--- src/cslc_pkg.sv ---
// Package of constants for the comparator latch control block
package cslc_pkg;

  // Bus geometry
  localparam int ADDR_W = 4;
  localparam int DATA_W = 32;

  // Register byte offsets
  localparam logic [3:0] OFS_LATCH_CONTROL = 4'h0;
  localparam logic [3:0] OFS_STATUS        = 4'h4;
  localparam logic [3:0] OFS_PIN_CONFIG    = 4'h8;

  // Latch control field positions
  localparam int BIT_CMP2_PIN_SRC   = 7;
  localparam int BIT_CMP1_PIN_SRC   = 6;
  localparam int BIT_CMP1_SET_EN    = 5;
  localparam int BIT_CMP2_RESET_EN  = 4;
  localparam int BIT_PULSE_SET      = 3;
  localparam int BIT_PULSE_RESET    = 2;
  localparam logic [7:0] CTRL_WRITE_MASK = 8'hfc;

  // Status field positions
  localparam int BIT_STAT_CMP1      = 0;
  localparam int BIT_STAT_CMP2      = 1;
  localparam int BIT_STAT_LATCH_Q   = 2;

  // Pin configuration field positions
  localparam int BIT_CMP1_PIN_OE    = 0;
  localparam int BIT_CMP2_PIN_OE    = 1;
  localparam int BIT_CMP1_PIN_DIR   = 2;
  localparam int BIT_CMP2_PIN_DIR   = 3;
  localparam logic [7:0] PINCFG_WRITE_MASK = 8'h0f;

  // Reset values
  localparam logic [7:0] CTRL_RESET   = 8'h00;
  localparam logic [7:0] PINCFG_RESET = 8'h0c;
  localparam logic       LATCH_RESET  = 1'b0;

  // Synchroniser depth
  localparam int SYNC_STAGES = 2;

endpackage

--- src/cslc_sync.sv ---
// Two-stage synchroniser for the asynchronous comparator results
`timescale 1ns/1ps
`default_nettype none
module cslc_sync #(
  parameter int WIDTH = 2
) (
  // Clock and reset
  input  wire logic             clk,
  input  wire logic             rst,
  // Asynchronous input and its synchronised copy
  input  wire logic [WIDTH-1:0] async_in,
  output logic      [WIDTH-1:0] sync_out
);

  logic [WIDTH-1:0] meta_reg;
  logic [WIDTH-1:0] sync_reg;

  // First stage feeds only the second stage
  always_ff @(posedge clk)
  begin
    if (rst)
    begin
      meta_reg <= '0;
      sync_reg <= '0;
    end
    else
    begin
      meta_reg <= async_in;
      sync_reg <= meta_reg;
    end
  end

  assign sync_out = sync_reg;

endmodule
`default_nettype wire

--- src/cslc_top.sv ---
// Comparator-driven set/reset latch control with Avalon-MM registers
//
// Implementation choices: the Avalon-MM register port and the address map.
`timescale 1ns/1ps
`default_nettype none
module cslc_top (
  // Clock and reset
  input  wire logic        clk,
  input  wire logic        rst,
  // Avalon-MM slave
  input  wire logic [3:0]  avs_address,
  input  wire logic        avs_read,
  input  wire logic        avs_write,
  input  wire logic [31:0] avs_writedata,
  input  wire logic [3:0]  avs_byteenable,
  output logic      [31:0] avs_readdata,
  output logic             avs_waitrequest,
  // Raw analog comparator results
  input  wire logic        cmp1_result_async,
  input  wire logic        cmp2_result_async,
  // Comparator output pins
  output logic             cmp1_output_pin_o,
  output logic             cmp1_output_pin_oe,
  output logic             cmp2_output_pin_o,
  output logic             cmp2_output_pin_oe,
  // Latch state for other logic
  output logic             latch_q
);

  // Registers
  logic [7:0]  ctrl_reg;
  logic [7:0]  ctrl_next;
  logic [7:0]  pincfg_reg;
  logic [7:0]  pincfg_next;
  logic        latch_reg;
  logic        latch_next;
  logic        waitreq_reg;
  logic        waitreq_next;
  logic [31:0] rdata_reg;
  logic [31:0] rdata_next;
  logic        pin1_o_reg;
  logic        pin1_oe_reg;
  logic        pin2_o_reg;
  logic        pin2_oe_reg;

  // Synchronised comparator results
  logic [1:0]  cmp_sync;
  wire         comparator_result_1;
  wire         comparator_result_2;

  // Decoded bus strobes
  wire         req;
  wire         take;
  wire         wr_take;
  wire         lane0_wr;
  wire         sel_ctrl;
  wire         sel_status;
  wire         sel_pincfg;
  wire         wr_ctrl;
  wire         wr_pincfg;
  wire [7:0]   wbyte;

  // Control fields
  wire         cmp2_pin_source_select;
  wire         cmp1_pin_source_select;
  wire         cmp1_latch_set_enable;
  wire         cmp2_latch_reset_enable;
  wire         pulse_latch_set;
  wire         pulse_latch_reset;

  // Pin configuration fields
  wire         cmp1_pin_output_enable;
  wire         cmp2_pin_output_enable;
  wire         cmp1_pin_direction;
  wire         cmp2_pin_direction;

  // Latch inputs
  wire         latch_set;
  wire         latch_reset;

  // Pin selections
  wire         pin1_value;
  wire         pin2_value;
  wire         pin1_drive;
  wire         pin2_drive;

  // Read word
  wire [7:0]   status_byte;
  wire [7:0]   pulse_mask;
  wire [7:0]   ctrl_readback;
  wire [31:0]  read_word;

  // Address match, shared by read and write decode
  function automatic logic addr_is(input logic [3:0] addr, input logic [3:0] ofs);
    addr_is = (addr == ofs);
  endfunction

  // Pin drive decode, shared by both comparator pins
  function automatic logic pin_driven(input logic oe, input logic dir);
    pin_driven = oe & ~dir;
  endfunction

  // Comparators are analog, so both results are synchronised first
  cslc_sync #(
    .WIDTH (2)
  ) u_sync (
    .clk      (clk),
    .rst      (rst),
    .async_in ({cmp2_result_async, cmp1_result_async}),
    .sync_out (cmp_sync)
  );

  assign comparator_result_1 = cmp_sync[0];
  assign comparator_result_2 = cmp_sync[1];

  // Bus decode; one wait cycle per access keeps read data registered
  assign req        = avs_read | avs_write;
  assign take       = req & ~waitreq_reg;
  assign wr_take    = take & avs_write;
  assign lane0_wr   = wr_take & avs_byteenable[0];
  assign sel_ctrl   = addr_is(avs_address, cslc_pkg::OFS_LATCH_CONTROL);
  assign sel_status = addr_is(avs_address, cslc_pkg::OFS_STATUS);
  assign sel_pincfg = addr_is(avs_address, cslc_pkg::OFS_PIN_CONFIG);
  assign wr_ctrl    = lane0_wr & sel_ctrl;
  assign wr_pincfg  = lane0_wr & sel_pincfg;
  assign wbyte      = avs_writedata[7:0];

  // Control field extraction
  assign cmp2_pin_source_select  = ctrl_reg[cslc_pkg::BIT_CMP2_PIN_SRC];
  assign cmp1_pin_source_select  = ctrl_reg[cslc_pkg::BIT_CMP1_PIN_SRC];
  assign cmp1_latch_set_enable   = ctrl_reg[cslc_pkg::BIT_CMP1_SET_EN];
  assign cmp2_latch_reset_enable = ctrl_reg[cslc_pkg::BIT_CMP2_RESET_EN];
  assign pulse_latch_set         = ctrl_reg[cslc_pkg::BIT_PULSE_SET];
  assign pulse_latch_reset       = ctrl_reg[cslc_pkg::BIT_PULSE_RESET];

  // Pin configuration extraction; direction 1 means pin is an input
  assign cmp1_pin_output_enable  = pincfg_reg[cslc_pkg::BIT_CMP1_PIN_OE];
  assign cmp2_pin_output_enable  = pincfg_reg[cslc_pkg::BIT_CMP2_PIN_OE];
  assign cmp1_pin_direction      = pincfg_reg[cslc_pkg::BIT_CMP1_PIN_DIR];
  assign cmp2_pin_direction      = pincfg_reg[cslc_pkg::BIT_CMP2_PIN_DIR];

  // Control register next value
  always_comb
  begin
    ctrl_next = ctrl_reg;
    // Pulse bits live exactly one cycle, then hardware drops them
    ctrl_next[cslc_pkg::BIT_PULSE_SET]   = 1'b0;
    ctrl_next[cslc_pkg::BIT_PULSE_RESET] = 1'b0;
    if (wr_ctrl)
    begin
      // Writing 0 to a pulse bit leaves it clear and fires nothing
      ctrl_next = wbyte & cslc_pkg::CTRL_WRITE_MASK;
    end
  end

  // Pin configuration next value
  assign pincfg_next = wr_pincfg ? (wbyte & cslc_pkg::PINCFG_WRITE_MASK) : pincfg_reg;

  // Latch inputs; comparator terms only count when enabled
  assign latch_set   = (cmp1_latch_set_enable & comparator_result_1)
                     | pulse_latch_set;
  assign latch_reset = (cmp2_latch_reset_enable & comparator_result_2)
                     | pulse_latch_reset;

  // Reset dominates when both inputs are active, like a NOR latch held low
  always_comb
  begin
    latch_next = latch_reg;
    if (latch_reset)
    begin
      latch_next = 1'b0;
    end
    else if (latch_set)
    begin
      latch_next = 1'b1;
    end
  end

  // Pin sources; pin two may carry the inverted latch output
  assign pin1_value = cmp1_pin_source_select ? latch_reg : comparator_result_1;
  assign pin2_value = cmp2_pin_source_select ? ~latch_reg : comparator_result_2;

  // Pin is driven only with output enable set and direction as output
  assign pin1_drive = pin_driven(cmp1_pin_output_enable, cmp1_pin_direction);
  assign pin2_drive = pin_driven(cmp2_pin_output_enable, cmp2_pin_direction);

  // Status reads the synchronised comparators, never the pin level
  assign status_byte = {5'h00, latch_reg, comparator_result_2, comparator_result_1};

  // Pulse bits hidden on readback, so a read right after the write sees them clear
  assign pulse_mask = 8'(1 << cslc_pkg::BIT_PULSE_SET) | 8'(1 << cslc_pkg::BIT_PULSE_RESET);

  // Low bits are masked on write, forced here as well on readback
  assign ctrl_readback = ctrl_reg & cslc_pkg::CTRL_WRITE_MASK & ~pulse_mask;

  // Read mux; unmapped addresses read as zero
  assign read_word = sel_ctrl   ? {24'h000000, ctrl_readback} :
                     sel_status ? {24'h000000, status_byte} :
                     sel_pincfg ? {24'h000000, pincfg_reg} :
                                  32'h00000000;

  // Waitrequest drops for one cycle after a request is seen
  assign waitreq_next = ~(req & waitreq_reg);

  // Read data captured together with the waitrequest drop
  assign rdata_next = (avs_read & waitreq_reg) ? read_word : rdata_reg;

  // Bus-side registers
  always_ff @(posedge clk)
  begin
    if (rst)
    begin
      waitreq_reg <= 1'b1;
      rdata_reg   <= 32'h00000000;
    end
    else
    begin
      waitreq_reg <= waitreq_next;
      rdata_reg   <= rdata_next;
    end
  end

  // Configuration and latch state
  always_ff @(posedge clk)
  begin
    if (rst)
    begin
      ctrl_reg   <= cslc_pkg::CTRL_RESET;
      pincfg_reg <= cslc_pkg::PINCFG_RESET;
      latch_reg  <= cslc_pkg::LATCH_RESET;
    end
    else
    begin
      ctrl_reg   <= ctrl_next;
      pincfg_reg <= pincfg_next;
      latch_reg  <= latch_next;
    end
  end

  // Pin outputs registered so every port comes from a flop
  always_ff @(posedge clk)
  begin
    if (rst)
    begin
      pin1_o_reg  <= 1'b0;
      pin1_oe_reg <= 1'b0;
      pin2_o_reg  <= 1'b0;
      pin2_oe_reg <= 1'b0;
    end
    else
    begin
      pin1_o_reg  <= pin1_value;
      pin1_oe_reg <= pin1_drive;
      pin2_o_reg  <= pin2_value;
      pin2_oe_reg <= pin2_drive;
    end
  end

  // Port drive
  assign avs_readdata       = rdata_reg;
  assign avs_waitrequest    = waitreq_reg;
  assign cmp1_output_pin_o  = pin1_o_reg;
  assign cmp1_output_pin_oe = pin1_oe_reg;
  assign cmp2_output_pin_o  = pin2_o_reg;
  assign cmp2_output_pin_oe = pin2_oe_reg;
  assign latch_q            = latch_reg;

endmodule
`default_nettype wire

--- config.mk ---
export PLATFORM = sky130hd
export DESIGN_NAME = cslc_top
export DESIGN_NICKNAME = d
export VERILOG_FILES = /design/src/cslc_pkg.sv /design/src/cslc_sync.sv /design/src/cslc_top.sv
export SDC_FILE = /design/constraint.sdc
export NUM_CORES = 1
export LEC_CHECK = 0
export ABC_AREA = 1
export BUFFER_PORTS_ARGS = -buffer_cell sky130_fd_sc_hd__buf_2
export CAP_MARGIN = 0
export CORE_MARGIN = 2
export CORE_UTILIZATION = 41
export CTS_CLUSTER_SIZE = 16
export DETAILED_ROUTE_END_ITERATION = 12
export PLACE_DENSITY_LB_ADDON = 0.2
export SYNTH_ARGS = -nofsm -noshare
export SYNTH_HDL_FRONTEND = slang
export SYNTH_SLANG_ARGS = --single-unit
--- constraint.sdc ---
create_clock -name clk -period 1.3 [get_ports clk]
set_clock_uncertainty 0.05 [all_clocks]
set_input_delay 0.195 -clock clk [delete_from_list [all_inputs] [get_ports clk]]
set_output_delay 0.195 -clock clk [all_outputs]
set_load 0.1 [all_outputs]
# Word-level counts from Yosys, hierarchy flattened
# Index checks and enable logic that the tools add are counted.
op_classes:
  n_eq_ne: 2
  muxes: 5
  bitwise: 20
  n_reduce_logical: 3
op_table:
  columns: ["cell", "count"]
  rows:
  - ["AND 1 bit", 11]
  - ["2-to-1 mux 4 bit", 2]
  - ["2-to-1 mux 8 bit", 1]
  - ["NOT 1 bit", 6]
  - ["equality test 4 x 3 -> 1 bit (second input constant)", 1]
  - ["equality test 4 bit (second input constant)", 1]
  - ["zero test 4 bit", 1]
  - ["OR reduction 2 bit", 2]
  - ["OR 1 bit", 3]
  - ["2-to-1 mux 1 bit", 2]
totals:
  ff_bits: 52
  in_bits: 46
  output_inout_bits: 38

# Depth between registers and ports, before layout
logic_depth:
  depth_word: 7
  mapped_depth: 7
  ltp_nobuf: 7

# Hierarchy
# From an unflattened synthesis, not the netlist that was laid out.
unflattened:
  cells_unflattened: 157
  area_unflattened_um2: 1272.5
modules_own_cells:
  columns: ["module", "instances", "cells_each", "area_per_inst_um2", "seq_area_each_um2"]
  rows:
  - ["cslc_top", 1, 145, 1162.4, 480.5]
  - ["cslc_sync", 1, 12, 110.1, 80.1]

# Worst setup path before layout
# Ideal clock, no wire load.
synth_timing:
  path_kind: "reg2reg"
  startpoint: "register waitreq_reg, in the netlist avs_waitrequest"
  endpoint: "register rdata_reg[4], in the netlist avs_readdata[4]"
  arrival_time_ns: 1.731
  slack_ns: -0.559
  path_stages_with_launch: 5
  cell_sequence: "dfxtp_1 -> nand2_1 -> clkinv_1 -> nor2_1 -> nor3_1"
synth_between:
  elab_chain_cells: 1
synth_lines:
  columns: ["element", "line", "text"]
  rows:
  - ["start, declared", "cslc_top.sv:37", "logic waitreq_reg;"]
  - ["start signal, assigned", "cslc_top.sv:218", "waitreq_reg <= waitreq_next;"]
  - ["AND 1 bit", "cslc_top.sv:206", "assign rdata_next = (avs_read & waitreq_reg) ? read_word : rdata_reg;"]
  - ["end signal, assigned", "cslc_top.sv:219", "rdata_reg <= rdata_next;"]
  - ["end, declared", "cslc_top.sv:39", "logic [31:0] rdata_reg;"]
# No other way between the ends.
# A chain may end at the register's enable or synchronous reset.

# Final worst setup path
layout_timing:
  startpoint: "register pin2_oe_reg, in the netlist cmp2_output_pin_oe"
  endpoint: "output cmp2_output_pin_oe"
layout_lines:
  columns: ["element", "line", "text"]
  rows:
  - ["start, declared", "cslc_top.sv:44", "logic pin2_oe_reg;"]
  - ["start signal, assigned", "cslc_top.sv:255", "pin2_oe_reg <= pin2_drive;"]
  - ["end, declared", "cslc_top.sv:25", "output logic cmp2_output_pin_oe,"]
# No word-level cell between the ends.

==> impl_metrics.yaml <==
yosys:
  yosysUniqueCellTypes: 21
  syn_area_per_cell_um2: 7.959
  yosysSeqAreaShare_pct: 44.58
  synth_most_common_cell: "dfxtp_1"
  synth_top_area_cell: "dfxtp_1"
  async_flop_share_pct: 0
  synthTopCellsByArea: "dfxtp_1 45%, buf_4 14%, nor2_1 6.3%, o21ai_0 5.2%, nand2_1 5.1%"
  synth_area_um2: 1257
  postSynthCellCount: 158
  synth_edf_count: 0
  synth_seq_cells: 28
  ys_warn_count: 0
  synth_top_area_share_pct: 44.58
  synth_common_cells: "28 x dfxtp_1, 24 x buf_4, 21 x nor2_1"
  synthFlopType: "dfxtp_1"
detailed_routing:
  wl_per_cell_um: 9.696
  drtPass1Iterations: 4
  vias: 1041
  ant_nets: 0
  vias_per_cell: 4.586
  initialDrtViolationCount: 19
  wl_um: 2201
  remaining_drc_errors: 0
grt:
  busiest_layer: "met2"
  track_usage_pct: 13.49
  grt.overflow.total: 0
  grt_max_degree: 17
  grtUsageMet2_pct: 24.33
  use_met3_pct: 2.183
  grt_pass1_vias: 893
  grt_pass1_wl_um: 3588
  antenna_found_initial: 0
  grt_use_met1_pct: 15.51
worst_setup_path:
  crit_required_ns: 1.05
  critical_path.max_stage_delay_ns: 0.34
  crit_arrival_ns: 0.94
  cp-startpoint: "cmp2_output_pin_oe"
  r2r-end: "pincfg_reg[0]"
  critPathSlowestCell: "dfxtp_1"
  startpoint_type: "flop"
  critPathMaxFanout: 1
  worstRegToRegCells: 6
  critical_path.top_delay_family: "flip-flops"
  r2r_slack_ns: 0.12
  end_kind: "output port"
  path_cells: "buf_4"
  worstSetupPathType: "flop to output port"
  reg2reg_from: "avs_waitrequest"
  critPathBufInv: 1
clocking:
  clk-insertion-delay-late_ns: 0.32
  cts_buffer_depth: 2
  cts.sinks: 28
  h-tree-depth: 1
  cts_tree: "done"
  postCtsSetupBuffers: 0
  numCtsBuffers: 3
  root_buffer: "clkbuf_4"
  clk_pin_slew_worst_paths_ns: 0.15
pwr:
  power_per_cell_area_nw_per_um2: 1231
  vdd_drop_max_mv: 0.5334
  p_int_mw: 1.217
  power_switching_mw: 0.7454
  pwr-share-clk_pct: 24.7
  combPwrFrac_pct: 29.5
  p_seq_share_pct: 45.8
  p_leak_nw: 0.7283
  p_sw_share_pct: 37.98
  power_mw: 1.963
sta:
  setup_viol: 0
  final.min_clock_period_ns: 1.188
  hold_viol_final: 0
  timing.fmax_mhz: 841.9
  period_share_pct: 91.36
  rsz0062_at_grt: "no"
  final_max_slew_viol_count: 0
  setup_tns_ns: 0
die:
  dieArea_um2: 3526
  start_util_pct: 42.23
  fp-row-count: 20
  die_h_um: 59.38
  ios: 84
  core_um2: 2978
  dieWidth_um: 59.38
outcome:
  status: "finished, final reports clean"
worst_hold_path:
  min_from: "avs_read"
  hold_end: "avs_waitrequest"
  holdPathStages: 2
  hold_path.class: "primary input to flop"
finish:
  nets: 241
  syn_to_final_growth_pct: 26.77
  layout-drive-gt1-share_pct: 28.35
  largest_reg_flops: 8
  antennaDiodeCount: 0
placed_design:
  port_buffers: 32
  dp_hpwl_um: 1831
  gp_congestion: 0.7732
flow_run:
  drv_cap: 0
-- worst max-delay path by stage --
stage,cells after the start,slack [ns],endpoint
global placement,6,0.15,pincfg_reg[0]
global route,6,0.02,pincfg_reg[1]
CTS,1,0.1,cmp2_output_pin_oe
finish,1,0.11,cmp2_output_pin_oe
detailed placement,7,0.11,avs_readdata[2]
floorplan,2,-0.04,avs_readdata[4]
-- metrics by stage --
step | instances | cell area [um^2] | worst slack [ns] | hold WS [ns] | utilization [%]
2_1_floorplan | 181 | 1354 | -0.03993 | 0.2501 | -
3_3_place_gp | 222 | 1529 | 0.1510 | 0.3487 | 51.34
3_5_place_dp | 222 | 1529 | 0.1104 | 0.3554 | 51.34
4_1_cts | 226 | 1584 | 0.09677 | 0.0001457 | 53.19
5_1_grt | 227 | 1594 | 0.02351 | 0.006784 | 53.53
6_report | 227 | 1594 | 0.1123 | 0.009802 | 53.53
-- power by group through the flow --
stage / Sequential, mW / Clock (mW) / Combinational, mW
final: 0.899 / 0.485 / 0.579
after global routing: 0.903 / 0.527 / 0.602
after CTS: 0.900 / 0.499 / 0.577
after detailed placement: 0.918 / 0 / 0.576
after global placement: 0.917 / 0 / 0.572
after floorplan: 1.01 / 0 / 0.433
-- cell usage in the layout (no fill, tap or decap), drive strengths merged --
cell type / count
o211ai: 1
nor3: 8
nand4: 3
clkinv: 1
inv: 12
buf: 36
o21ai: 13
nand3: 9
nand2: 19
conb: 24
dlygate4sd3: 1
a21oi: 9
a31oi: 1
dfxtp: 28
nor2: 25
clkbuf: 4
-- per-layer routing --
| metal | routed length [um] | share of wire (%) |
|---|---|---|
| met3 | 108 | 4.9 |
| met2 | 1136 | 52 |
| met5 | 0 | 0 |
| met4 | 16 | 0.73 |
| met1 | 940 | 43 |
-- repair_timing --
item	4_1_cts	5_1_grt
hold buffers	0	1
endpoints found under the setup margin	3	0
hold endpoints to repair	0	1
gates resized for setup	3	0
-- cells by family (layout without fill, tap and decap cells) --
logic type / after synthesis / count (layout) / share of synthesized area (%)
compound gates: 24 / 24 / 9.851
buf+inv: 41 / 54 / 21.49
flops: 28 / 28 / 44.58
other cells: 1 / 24 / 0.2982
simple gates: 64 / 64 / 23.78
-- final cells by class --
cell class / instances / area, um^2
Multi-Input combinational cell: 112 / 513.0
Clock buffer: 4 / 47.55
Tap cell: 33 / 41.29
Fill cell: 299 / 1384
Timing Repair Buffer: 37 / 372.9
Sequential cell: 28 / 570.5
Inverter: 13 / 48.80
No activity file was read; power rests on OpenSTA's default activity.
